==> src/hdl/tmla_defines.vh <==
// Purpose: constants for the temperature monitor limit and alert logic
// Assumes: register map of 8-bit registers, byte addresses
// Notes: limits compare in whatever data format the measurements use
`ifndef TMLA_DEFINES_VH
`define TMLA_DEFINES_VH
`define TMLA_A_LOC_TEMP 8'h00
`define TMLA_A_REM_TEMP_HI 8'h01
`define TMLA_A_STATUS 8'h02
`define TMLA_A_CFG_RD 8'h03
`define TMLA_A_RATE_RD 8'h04
`define TMLA_A_LHI_RD 8'h05
`define TMLA_A_LLO_RD 8'h06
`define TMLA_A_RHI_RD 8'h07
`define TMLA_A_RLO_RD 8'h08
`define TMLA_A_CFG_WR 8'h09
`define TMLA_A_RATE_WR 8'h0A
`define TMLA_A_LHI_WR 8'h0B
`define TMLA_A_LLO_WR 8'h0C
`define TMLA_A_RHI_WR 8'h0D
`define TMLA_A_RLO_WR 8'h0E
`define TMLA_A_ONESHOT 8'h0F
`define TMLA_A_REM_TEMP_LO 8'h10
`define TMLA_A_OFS_HI 8'h11
`define TMLA_A_OFS_LO 8'h12
`define TMLA_A_RHI_LO 8'h13
`define TMLA_A_RLO_LO 8'h14
`define TMLA_A_ROT_LIM 8'h19
`define TMLA_A_LOT_LIM 8'h20
`define TMLA_A_HYST 8'h21
`define TMLA_RST_RATE 8'h08
`define TMLA_RST_CFG 8'h00
`define TMLA_RST_HILIM 8'h55
`define TMLA_RST_LOLIM 8'h00
`define TMLA_RST_OTLIM 8'h55
`define TMLA_RST_HYST 8'h0A
`define TMLA_RST_OFS 8'h00
`define TMLA_RATE_MAX 4'hA
`define TMLA_CFG_MASK 7
`define TMLA_CFG_STBY 6
`define TMLA_CFG_PIN2 5
`define TMLA_CFG_EXT 2
`define TMLA_ST_BUSY 7
`define TMLA_ST_LHI 6
`define TMLA_ST_LLO 5
`define TMLA_ST_RHI 4
`define TMLA_ST_RLO 3
`define TMLA_ST_OPEN 2
`define TMLA_ST_ROT 1
`define TMLA_ST_LOT 0
// period of the fastest rate (64 per second) in ns
`define TMLA_FAST_PERIOD_NS 15625000
`define TMLA_CLK_PERIOD_NS 4
`endif

==> src/hdl/tmla_rate_timer.v <==
// Purpose: conversion start tick generator, period doubled per rate code step
// Assumes: base period is the period of the fastest rate in clock cycles
// Notes: reserved codes behave as the fastest rate; timer restarts on rate change
`include "tmla_defines.vh"
module tmla_rate_timer #(
  parameter BASE_CYCLES = 3906250,
  parameter CW = 34
) (
  input wire clk_sys_i,
  input wire rst_i,
  input wire run_i,
  input wire [3:0] rate_code_i,
  output reg tick_o
);
  reg [CW-1:0] cnt;
  reg [3:0] code_q;
  wire [3:0] code_eff;
  wire [CW-1:0] limit;
  assign code_eff = (rate_code_i > `TMLA_RATE_MAX) ? `TMLA_RATE_MAX : rate_code_i;
  // code 0x0A is base, each lower code doubles the interval
  assign limit = ({{(CW-1){1'b0}}, 1'b1} * BASE_CYCLES) << (`TMLA_RATE_MAX - code_eff);
  always @(posedge clk_sys_i or posedge rst_i) begin
    if (rst_i) begin
      cnt <= {CW{1'b0}};
      code_q <= 4'h0;
      tick_o <= 1'b0;
    end else begin
      code_q <= code_eff;
      tick_o <= 1'b0;
      if (!run_i || code_q != code_eff) begin
        cnt <= {CW{1'b0}};
      end else if (cnt >= limit - {{(CW-1){1'b0}}, 1'b1}) begin
        cnt <= {CW{1'b0}};
        tick_o <= 1'b1;
      end else begin
        cnt <= cnt + {{(CW-1){1'b0}}, 1'b1};
      end
    end
  end
endmodule

==> src/hdl/tmla_core.v <==
// Purpose: rate control, limit compare, flags, alert latch and overtemp outputs
// Assumes: byte register port from a serial slave on the same clock
// Notes: the converter delivers results with a one-cycle done pulse
`include "tmla_defines.vh"
module tmla_core #(
  parameter BASE_CYCLES = (`TMLA_FAST_PERIOD_NS + `TMLA_CLK_PERIOD_NS - 1) / `TMLA_CLK_PERIOD_NS
) (
  input wire clk_sys_i,
  input wire rst_i,
  input wire reg_wr_i,
  input wire reg_rd_i,
  input wire [7:0] reg_addr_i,
  input wire [7:0] reg_wdata_i,
  input wire alert_service_i,
  input wire conv_done_i,
  input wire [7:0] local_meas_i,
  input wire [9:0] remote_meas_i,
  input wire remote_open_i,
  output reg [7:0] reg_rdata_o,
  output reg conv_start_o,
  output reg [7:0] local_temp_o,
  output reg [9:0] remote_temp_o,
  output reg ext_range_o,
  output reg alert_n_o,
  output reg overtemp_output_n_o
);
  reg [7:0] rate;
  reg [7:0] cfg;
  reg [7:0] lhi_lim;
  reg [7:0] llo_lim;
  reg [9:0] rhi_lim;
  reg [9:0] rlo_lim;
  reg [7:0] rot_lim;
  reg [7:0] lot_lim;
  reg [7:0] hyst;
  reg [9:0] offset;
  reg busy;
  reg one_shot_pend;
  reg local_high_flag;
  reg local_low_flag;
  reg remote_high_flag;
  reg remote_low_flag;
  reg open_flag;
  reg remote_overtemp_flag;
  reg local_overtemp_flag;
  reg lhi_cond;
  reg llo_cond;
  reg rhi_cond;
  reg rlo_cond;
  reg open_cond;
  reg alert_latch;
  wire tick;
  wire [9:0] rem_corr;
  wire [9:0] rem_hi10;
  wire [9:0] rem_lo10;
  wire n_lhi;
  wire n_llo;
  wire n_rhi;
  wire n_rlo;
  wire n_lot_set;
  wire n_lot_rel;
  wire n_rot_set;
  wire n_rot_rel;
  wire status_rd;
  wire [7:0] status;
  wire second_ot_n;
  wire next_alert_latch;

  // write hit decode, shared by every register
  function wr_hit;
    input w;
    input [7:0] a;
    input [7:0] target;
    begin
      wr_hit = w && (a == target);
    end
  endfunction

  // limit minus hysteresis floored at zero, avoids wrap on low limits
  function [7:0] sub_floor;
    input [7:0] lim;
    input [7:0] h;
    begin
      sub_floor = (lim > h) ? (lim - h) : 8'h00;
    end
  endfunction

  tmla_rate_timer #(
    .BASE_CYCLES(BASE_CYCLES),
    .CW(34)
  ) u_timer (
    .clk_sys_i(clk_sys_i),
    .rst_i(rst_i),
    .run_i(!cfg[`TMLA_CFG_STBY]),
    .rate_code_i(rate[3:0]),
    .tick_o(tick)
  );

  // offset added in quarter degrees, wraps as the result register would
  assign rem_corr = remote_meas_i + offset;
  assign rem_hi10 = rhi_lim;
  assign rem_lo10 = rlo_lim;
  assign n_lhi = local_meas_i > lhi_lim;
  assign n_llo = local_meas_i <= llo_lim;
  assign n_rhi = rem_corr > rem_hi10;
  assign n_rlo = rem_corr <= rem_lo10;
  assign n_lot_set = local_meas_i > lot_lim;
  assign n_lot_rel = local_meas_i <= sub_floor(lot_lim, hyst);
  assign n_rot_set = rem_corr[9:2] > rot_lim;
  assign n_rot_rel = rem_corr[9:2] <= sub_floor(rot_lim, hyst);
  assign status_rd = reg_rd_i && (reg_addr_i == `TMLA_A_STATUS);
  assign status = {busy, local_high_flag, local_low_flag, remote_high_flag,
                   remote_low_flag, open_flag, remote_overtemp_flag,
                   local_overtemp_flag};
  assign second_ot_n = !(local_high_flag || remote_high_flag);
  // latch sets from any of the five flags, clears only on service when all clear
  assign next_alert_latch = (local_high_flag || local_low_flag || remote_high_flag ||
                             remote_low_flag || open_flag) ? 1'b1 :
                            (alert_service_i ? 1'b0 : alert_latch);

  // register writes; limits never rewritten on format change
  always @(posedge clk_sys_i or posedge rst_i) begin
    if (rst_i) begin
      rate <= `TMLA_RST_RATE;
      cfg <= `TMLA_RST_CFG;
      lhi_lim <= `TMLA_RST_HILIM;
      llo_lim <= `TMLA_RST_LOLIM;
      rhi_lim <= {`TMLA_RST_HILIM, 2'b00};
      rlo_lim <= {`TMLA_RST_LOLIM, 2'b00};
      rot_lim <= `TMLA_RST_OTLIM;
      lot_lim <= `TMLA_RST_OTLIM;
      hyst <= `TMLA_RST_HYST;
      offset <= {`TMLA_RST_OFS, 2'b00};
      ext_range_o <= 1'b0;
    end else begin
      if (wr_hit(reg_wr_i, reg_addr_i, `TMLA_A_RATE_WR)) begin
        rate <= reg_wdata_i;
      end
      if (wr_hit(reg_wr_i, reg_addr_i, `TMLA_A_CFG_WR)) begin
        cfg <= reg_wdata_i & 8'hE4;
      end
      if (wr_hit(reg_wr_i, reg_addr_i, `TMLA_A_LHI_WR)) begin
        lhi_lim <= reg_wdata_i;
      end
      if (wr_hit(reg_wr_i, reg_addr_i, `TMLA_A_LLO_WR)) begin
        llo_lim <= reg_wdata_i;
      end
      if (wr_hit(reg_wr_i, reg_addr_i, `TMLA_A_RHI_WR)) begin
        rhi_lim[9:2] <= reg_wdata_i;
      end
      if (wr_hit(reg_wr_i, reg_addr_i, `TMLA_A_RHI_LO)) begin
        rhi_lim[1:0] <= reg_wdata_i[7:6];
      end
      if (wr_hit(reg_wr_i, reg_addr_i, `TMLA_A_RLO_WR)) begin
        rlo_lim[9:2] <= reg_wdata_i;
      end
      if (wr_hit(reg_wr_i, reg_addr_i, `TMLA_A_RLO_LO)) begin
        rlo_lim[1:0] <= reg_wdata_i[7:6];
      end
      if (wr_hit(reg_wr_i, reg_addr_i, `TMLA_A_ROT_LIM)) begin
        rot_lim <= reg_wdata_i;
      end
      if (wr_hit(reg_wr_i, reg_addr_i, `TMLA_A_LOT_LIM)) begin
        lot_lim <= reg_wdata_i;
      end
      if (wr_hit(reg_wr_i, reg_addr_i, `TMLA_A_HYST)) begin
        hyst <= reg_wdata_i;
      end
      if (wr_hit(reg_wr_i, reg_addr_i, `TMLA_A_OFS_HI)) begin
        offset[9:2] <= reg_wdata_i;
      end
      if (wr_hit(reg_wr_i, reg_addr_i, `TMLA_A_OFS_LO)) begin
        offset[1:0] <= reg_wdata_i[7:6];
      end
      ext_range_o <= cfg[`TMLA_CFG_EXT];
    end
  end

  // conversion sequencing: periodic tick or one-shot starts both channels
  always @(posedge clk_sys_i or posedge rst_i) begin
    if (rst_i) begin
      busy <= 1'b0;
      one_shot_pend <= 1'b0;
      conv_start_o <= 1'b0;
    end else begin
      conv_start_o <= 1'b0;
      if (wr_hit(reg_wr_i, reg_addr_i, `TMLA_A_ONESHOT)) begin
        one_shot_pend <= 1'b1;
      end
      if (!busy && (tick || one_shot_pend)) begin
        busy <= 1'b1;
        conv_start_o <= 1'b1;
        one_shot_pend <= 1'b0;
      end else if (busy && conv_done_i) begin
        busy <= 1'b0;
      end
    end
  end

  // conditions sampled at completion; flags: set wins over read clear
  always @(posedge clk_sys_i or posedge rst_i) begin
    if (rst_i) begin
      lhi_cond <= 1'b0;
      llo_cond <= 1'b0;
      rhi_cond <= 1'b0;
      rlo_cond <= 1'b0;
      open_cond <= 1'b0;
      local_high_flag <= 1'b0;
      local_low_flag <= 1'b0;
      remote_high_flag <= 1'b0;
      remote_low_flag <= 1'b0;
      open_flag <= 1'b0;
      remote_overtemp_flag <= 1'b0;
      local_overtemp_flag <= 1'b0;
      local_temp_o <= 8'h00;
      remote_temp_o <= 10'h000;
    end else begin
      if (status_rd) begin
        local_high_flag <= lhi_cond;
        local_low_flag <= llo_cond;
        remote_high_flag <= rhi_cond;
        remote_low_flag <= rlo_cond;
        open_flag <= open_cond;
      end
      if (busy && conv_done_i) begin
        local_temp_o <= local_meas_i;
        remote_temp_o <= rem_corr;
        lhi_cond <= n_lhi;
        llo_cond <= n_llo;
        rhi_cond <= n_rhi;
        rlo_cond <= n_rlo;
        open_cond <= remote_open_i;
        if (n_lhi) local_high_flag <= 1'b1;
        if (n_llo) local_low_flag <= 1'b1;
        if (n_rhi) remote_high_flag <= 1'b1;
        if (n_rlo) remote_low_flag <= 1'b1;
        if (remote_open_i) open_flag <= 1'b1;
        if (n_lot_set) begin
          local_overtemp_flag <= 1'b1;
        end else if (n_lot_rel) begin
          local_overtemp_flag <= 1'b0;
        end
        if (n_rot_set) begin
          remote_overtemp_flag <= 1'b1;
        end else if (n_rot_rel) begin
          remote_overtemp_flag <= 1'b0;
        end
      end
    end
  end

  // pin drive; outputs stay live in standby
  always @(posedge clk_sys_i or posedge rst_i) begin
    if (rst_i) begin
      alert_latch <= 1'b0;
      alert_n_o <= 1'b1;
      overtemp_output_n_o <= 1'b1;
    end else begin
      alert_latch <= next_alert_latch;
      overtemp_output_n_o <= !(local_overtemp_flag || remote_overtemp_flag);
      if (cfg[`TMLA_CFG_PIN2]) begin
        alert_n_o <= second_ot_n;
      end else begin
        alert_n_o <= !(alert_latch && !cfg[`TMLA_CFG_MASK]);
      end
    end
  end

  // read mux; unmapped addresses read zero
  always @(posedge clk_sys_i or posedge rst_i) begin
    if (rst_i) begin
      reg_rdata_o <= 8'h00;
    end else if (reg_rd_i) begin
      case (reg_addr_i)
        `TMLA_A_LOC_TEMP: reg_rdata_o <= local_temp_o;
        `TMLA_A_REM_TEMP_HI: reg_rdata_o <= remote_temp_o[9:2];
        `TMLA_A_REM_TEMP_LO: reg_rdata_o <= {remote_temp_o[1:0], 6'h00};
        `TMLA_A_STATUS: reg_rdata_o <= status;
        `TMLA_A_CFG_RD: reg_rdata_o <= cfg;
        `TMLA_A_RATE_RD: reg_rdata_o <= rate;
        `TMLA_A_LHI_RD: reg_rdata_o <= lhi_lim;
        `TMLA_A_LLO_RD: reg_rdata_o <= llo_lim;
        `TMLA_A_RHI_RD: reg_rdata_o <= rhi_lim[9:2];
        `TMLA_A_RLO_RD: reg_rdata_o <= rlo_lim[9:2];
        `TMLA_A_RHI_LO: reg_rdata_o <= {rhi_lim[1:0], 6'h00};
        `TMLA_A_RLO_LO: reg_rdata_o <= {rlo_lim[1:0], 6'h00};
        `TMLA_A_OFS_HI: reg_rdata_o <= offset[9:2];
        `TMLA_A_OFS_LO: reg_rdata_o <= {offset[1:0], 6'h00};
        `TMLA_A_ROT_LIM: reg_rdata_o <= rot_lim;
        `TMLA_A_LOT_LIM: reg_rdata_o <= lot_lim;
        `TMLA_A_HYST: reg_rdata_o <= hyst;
        default: reg_rdata_o <= 8'h00;
      endcase
    end
  end
endmodule

==> config.mk <==
export PLATFORM = sky130hd
export DESIGN_NAME = tmla_core
export DESIGN_NICKNAME = d
export VERILOG_FILES = /design/src/hdl/tmla_rate_timer.v /design/src/hdl/tmla_core.v
export VERILOG_INCLUDE_DIRS = /design/src /design/src/hdl
export SDC_FILE = /design/constraint.sdc
export NUM_CORES = 1
export LEC_CHECK = 0
export BUFFER_PORTS_ARGS = -buffer_cell sky130_fd_sc_hd__buf_2
export CORE_MARGIN = 2
export CORE_UTILIZATION = 67
export CTS_CLUSTER_DIAMETER = 40
export DETAILED_ROUTE_END_ITERATION = 16
export GPL_TIMING_DRIVEN = 1
export PLACE_DENSITY = 0.92
export SYNTH_ARGS = -nofsm -noshare
export SYNTH_HDL_FRONTEND = slang
export SYNTH_SLANG_ARGS = --single-unit
==> constraint.sdc <==
create_clock -name clk_sys_i -period 10.9 [get_ports clk_sys_i]
set_clock_uncertainty 0.15 [all_clocks]
set_input_delay 1.09 -clock clk_sys_i [delete_from_list [all_inputs] [get_ports clk_sys_i]]
set_output_delay 1.09 -clock clk_sys_i [all_outputs]
set_load 0.02 [all_outputs]
### After elaboration in Yosys (flattened, before gate mapping)

Cells that the tools add are included.

| word-level totals | value |
|---|---|
| bits in registers | 166 |
| input port bits | 41 |
| output and inout port bits | 30 |
| logic and storage cells | 155 |

| operators by class | value |
|---|---|
| $add $sub $neg | 6 |
| $lt $le $gt $ge | 12 |
| equal/unequal tests | 24 |
| shift-type cells | 1 |
| muxes and demuxes | 35 |
| reduce and logical (&&, ||, !) cells | 39 |

Operator list:

| kind | count |
|---|---|
| 8-bit one-hot mux with 17 select lines | 1 |
| 34-bit two-way mux | 2 |
| 8-bit by 4-bit == test with 1-bit output (second input constant) | 8 |
| 8-bit by 5-bit == test with 1-bit output (second input constant) | 6 |
| 8-bit greater-than comparator | 5 |
| 34-bit by 1-bit adder with 34-bit output (second input constant) | 1 |
| 34-bit >= comparator | 1 |
| 22-bit by 4-bit << shifter with 34-bit output (first input constant) | 1 |
| 34-bit by 1-bit subtractor with 34-bit output (second input constant) | 1 |
| 8-bit by 3-bit == test with 1-bit output (second input constant) | 4 |
| 1-bit two-way mux | 29 |
| 8-bit <= comparator | 3 |
| 1-bit logical AND | 18 |
| 8-bit by 2-bit == test with 1-bit output (second input constant) | 2 |
| 8-bit by 6-bit == test with 1-bit output (second input constant) | 2 |
| 8-bit two-way mux | 2 |
| 8-bit subtractor | 2 |
| 10-bit adder | 1 |
| 10-bit greater-than comparator | 1 |
| 10-bit <= comparator | 1 |
| 2-bit nonzero test | 5 |
| 8-bit by 1-bit == test with 1-bit output (second input constant) | 1 |
| 8-bit logical NOT | 1 |
| 1-bit logical OR | 8 |
| 6 further kinds | 11 |

### Logic depth before layout (Yosys ltp)

| logic depth | value |
|---|---|
| depth after elaboration | 8 |
| mapped depth | 22 |
| gate-level depth less buffers | 19 |

### Cells and area by module

A second synthesis with hierarchy kept.

| second synthesis, totals | value |
|---|---|
| cells, all modules | 1,368 |
| area, all modules | 12,500.7 um^2 |

Modules (own cells, without submodules):

| module | times used | cells each | area each (um^2) | seq. area each (um^2) |
|---|---|---|---|---|
| tmla_core | 1 | 913 | 8,831.0 | 3,204.3 |
| tmla_rate_timer | 1 | 455 | 3,669.8 | 975.9 |

### Worst setup path before layout

OpenSTA, ideal clock, no wires.

| timing | value |
|---|---|
| path kind | flip-flop to flip-flop |
| start point | register rate[3] |
| end point | register u_timer.cnt[25] |
| library setup time | 132 ps |
| arrival | 4,425 ps |
| required time | 10,618 ps |
| path slack | 6,194 ps |
| stages on the path, launching flop included | 23 |
| buffers on the path | 4 |
| clock period less this slack | 4,706 ps |
| cell sequence | dfstp_2 > o21ai_0 > nand2_1 > buf_2 > inv_1 > ha_1 > clkbuf_1 > xnor2_1 > clkbuf_1 > nand2_1 > ha_1 > o311ai_0 > nor4_1 > nand2_1 > o21ai_0 > ha_1 > nand2_1 > nor4_1 > nand2_1 > o211a_1 > o211ai_2 > clkbuf_1 > nor2_1 |

| between the ends | value |
|---|---|
| longest elaborated chain between the ends | 8 |
| elaborated cells between the ends (all ways) | 10 |
| those cells by class | 2 x add/sub; 2 x order compare; 1 x eq/ne; 1 x shift; 3 x mux; 1 x reduce/logical |

Ends and longest elaborated chain:

| element | RTL line | text |
|---|---|---|
| start: declaration | tmla_core.v:27 | `reg [7:0] rate;` |
| start signal: assignment | tmla_core.v:124 | `` rate <= `TMLA_RST_RATE; `` |
| start signal: assignment | tmla_core.v:137 | `rate <= reg_wdata_i;` |
| 4-bit greater-than comparator (no line) (*) | n/a |  |
| 4-bit two-way mux (*) | tmla_rate_timer.v:19 | `` assign code_eff = (rate_code_i > `TMLA_RATE_MAX) ? `TMLA_RATE_MAX : rate_code_i; `` |
| named net u_timer.code_eff[0] | tmla_rate_timer.v:17 | `wire [3:0] code_eff;` |
| 4-bit subtractor (no line) | n/a |  |
| 22-bit by 4-bit << shifter with 34-bit output | tmla_rate_timer.v:21 | `` assign limit = ({{(CW-1){1'b0}}, 1'b1} * BASE_CYCLES) << (`TMLA_RATE_MAX - code_eff); `` |
| 34-bit by 1-bit subtractor with 34-bit output | tmla_rate_timer.v:32 | `end else if (cnt >= limit - {{(CW-1){1'b0}}, 1'b1}) begin` |
| 34-bit >= comparator | tmla_rate_timer.v:32 |  |
| 34-bit two-way mux | tmla_rate_timer.v:32 |  |
| 34-bit two-way mux (*) | tmla_rate_timer.v:30 | `if (!run_i \|\| code_q != code_eff) begin` |
| end signal: assignment | tmla_rate_timer.v:31 | `cnt <= {CW{1'b0}};` |
| end signal: assignment | tmla_rate_timer.v:33 | `cnt <= {CW{1'b0}};` |
| end signal: assignment | tmla_rate_timer.v:36 | `cnt <= cnt + {{(CW-1){1'b0}}, 1'b1};` |
| end: declaration | tmla_rate_timer.v:15 | `reg [CW-1:0] cnt;` |

The timed path passes the listed nets; every way through them passes the cells marked *.
A chain may end at the register's enable or synchronous reset.

### Worst setup path after layout

| timing | value |
|---|---|
| start point | register rate[2] |
| end point | register u_timer.cnt[13] |

Same word-level chain as after synthesis.

==> results.cfg <==
[routing]
antenna_left = 0
first_pass_iters = 9
num_vias = 10900
drc = 0
wl_per_cell_um = 22.5
drt_iter0_drc = 1510
wirelength_mm = 36.0
via_per_inst = 6.84

[floorplan]
die_area_um2 = 19000
rows = 48
die_x_um = 138
die_h_um = 138
initial_core_util_pct = 68.9
ios = 71
core-area_um2 = 17400

[clocking]
post_cts_buffers = 0
cts_hold_buf = 0
cts_root_buf = clkbuf_16
clk_pin_slew_ps = 70
clockBufferDepth = 2
tritoncts = done
numCtsBuffers = 17
clk_latency_ps = 450
h-tree-depth = 4
cts-resized-gates = 0
clock-sinks = 166

[worst_setup_path]
crit_type = flip-flop to flip-flop
cp.required_ps = 11080
reg2reg_depth = 20
crit_fanout = 23
arrival_ps = 7000
setup.worst_path.start_class = flip-flop
worstSetupEndpointType = flip-flop

[synth]
synth.most_common_cell = nand2_1
synth_nets = 1495
synth-main-ff-cell = dfrtp_1
synthTopCellsByArea = dfrtp_1, ha_1, mux2_2
synth_top_area_cell = dfrtp_1
syn_area_um2 = 12000
synth_area_per_cell_um2 = 9.09
synth_cell_types = 75
synth_seq_area_share_pct = 34.9
syn_inst = 1320
ys_seq_elements = 166
yosys_warnings = 0
synth-edff-count = 0
synthArstFlopShare_pct = 100
yosys.area.top_type_share_pct = 30.3
synth_common_cells = nand2_1, dfrtp_1, ha_1

[final_layout]
synthToLayoutAreaGrowth_pct = 8.71
fill_cells = 1151
nets = 1533
layout-drive-gt1-share_pct = 15.8

[timing]
finalSetupViolations = 0
period_share_pct = 62.6
rsz0062_at_grt = no
period_needed_ps = 6820
worstMarginPinSlew_ps = 1040
hold_viol_final = 0
worst_slew_margin_rel_pct = 30.3
setup_tns_ps = 0
max_freq_mhz = 147
slew_viol_final = 0

[placement]
dpl.hpwl_mm = 25.4
io_buffers = 70
globalplace.congestion = 1.01

[worst_hold_path]
worstHoldPathCells = 1
hp-class = flip-flop to flip-flop

[power_and_ir_drop]
power_w = 0.00197
p_per_area_nw_per_um2 = 151
ir_drop_mv = 0.128
leakage_nw = 6.14

[global_routing]
gr-total-overflow = 0
grt_pass1_wl_mm = 55.8
antenna_found_initial = 0
grt_max_degree = 99
track_usage_pct = 39.2
grt_pass1_vias = 10500

[run]
maxCapViolCount = 0

[outcome]
status = finished, final reports clean
[path summary, 6_finish.rpt]
| kind | from | to | slack [ps] |
|---|---|---|---|
| hold / removal | alert_latch | alert_n_o | 270 |
| hold reg to reg | alert_latch | alert_n_o | 270 |
| setup reg to reg | rate[2] | u_timer.cnt[13] | 4080 |
| max in group asynchronous | rst_i | remote_overtemp_flag | 8480 |
| min in group asynchronous | rst_i | llo_lim[5] | 690 |
| setup / recovery | rate[2] | u_timer.cnt[13] | 4080 |
[power by group]
part,switching (W),internal [W],leakage (nW)
Combinational,0.000347,0.000203,3.79
Sequential,0.0000924,0.000697,2.07
Clock,0.000274,0.000353,0.288
Total,0.000713,0.00125,6.14
[state kept, by name, indices dropped and copies added (netlist names), 4 cells and up]
| signal | cells |
|---|---|
| cfg | 4 |
| hyst | 8 |
| lhi_lim | 8 |
| llo_lim | 8 |
| local_temp_o | 8 |
| lot_lim | 8 |
| offset | 10 |
| rate | 8 |
| reg_rdata_o | 8 |
| rem_hi10 | 10 |
| rem_lo10 | 10 |
| remote_temp_o | 10 |
| rot_lim | 8 |
| u_timer.cnt | 34 |
| u_timer.code_q | 4 |
[worst max-delay path, cell delays in order, from the launching register on]
cell      delay (ps)
dfrtp_1          640
o21ai_0          330
nand2_1          310
inv_1            310
ha_1             630
xor2_1           800
nor2_1           190
nand2_1          160
ha_1             290
o311ai_0         210
nor4_1           490
nand2_1          150
o21ai_0          250
ha_1             180
nand2_1           60
nor4_1           270
nand2_1           90
o211a_1          230
o211ai_2         510
buf_4            360
nor2_1            80
[cells in the final DEF, fill, tap and decap left out, types with 40 or more instances in the layout]
cell type,netlist,final
ha_1,131,131
nand3_1,40,40
inv_1,85,84
a21oi_1,58,58
nor2_1,95,95
mux2_2,69,69
o21ai_0,88,88
nand2_1,156,156
buf_2,8,70
dfrtp_1,145,145
[final cells by class]
class                   count  area, um2  share of cell area [%]
diodes                      2       5.00                  0.0384
flip-flops and latches    166       4180                    32.1
repair buffers             77        403                    3.09
clock buffers              19        453                    3.47
clock inverters            13        148                    1.13
multi-input cells        1010       7240                    55.5
well taps                 225        282                    2.16
inverters                  86        328                    2.51
[per-layer routing]
layer	track usage (%)	up-vias	part of all wire, %
met5	0	-	0
met4	22.4	0	6.0
li1	-	4811	-
met2	61.5	692	46
met1	49.3	5248	38
met3	9.97	179	10
[logic make-up after synthesis]
logic type	synth area share (%)
simple gates	17.2
compound gates	15.7
flops	34.9
buf+inv	4.78
fa+ha+maj	14.2
mux	8.77
xor+xnor	4.53
[per-stage QoR]
step	hold slack [ps]	worst slack, ps	utilization, %	cells	instance area [um2]
2_1_floorplan	214	5200	-	1320	12000
6_report	272	4080	74.9	1598	13000
3_3_place_gp	259	4500	71.4	1564	12400
4_1_cts	273	4210	74.8	1596	13000
3_5_place_dp	264	4230	71.4	1564	12400
5_1_grt	293	3290	74.8	1596	13000
Power figures use the tool's default switching activity.
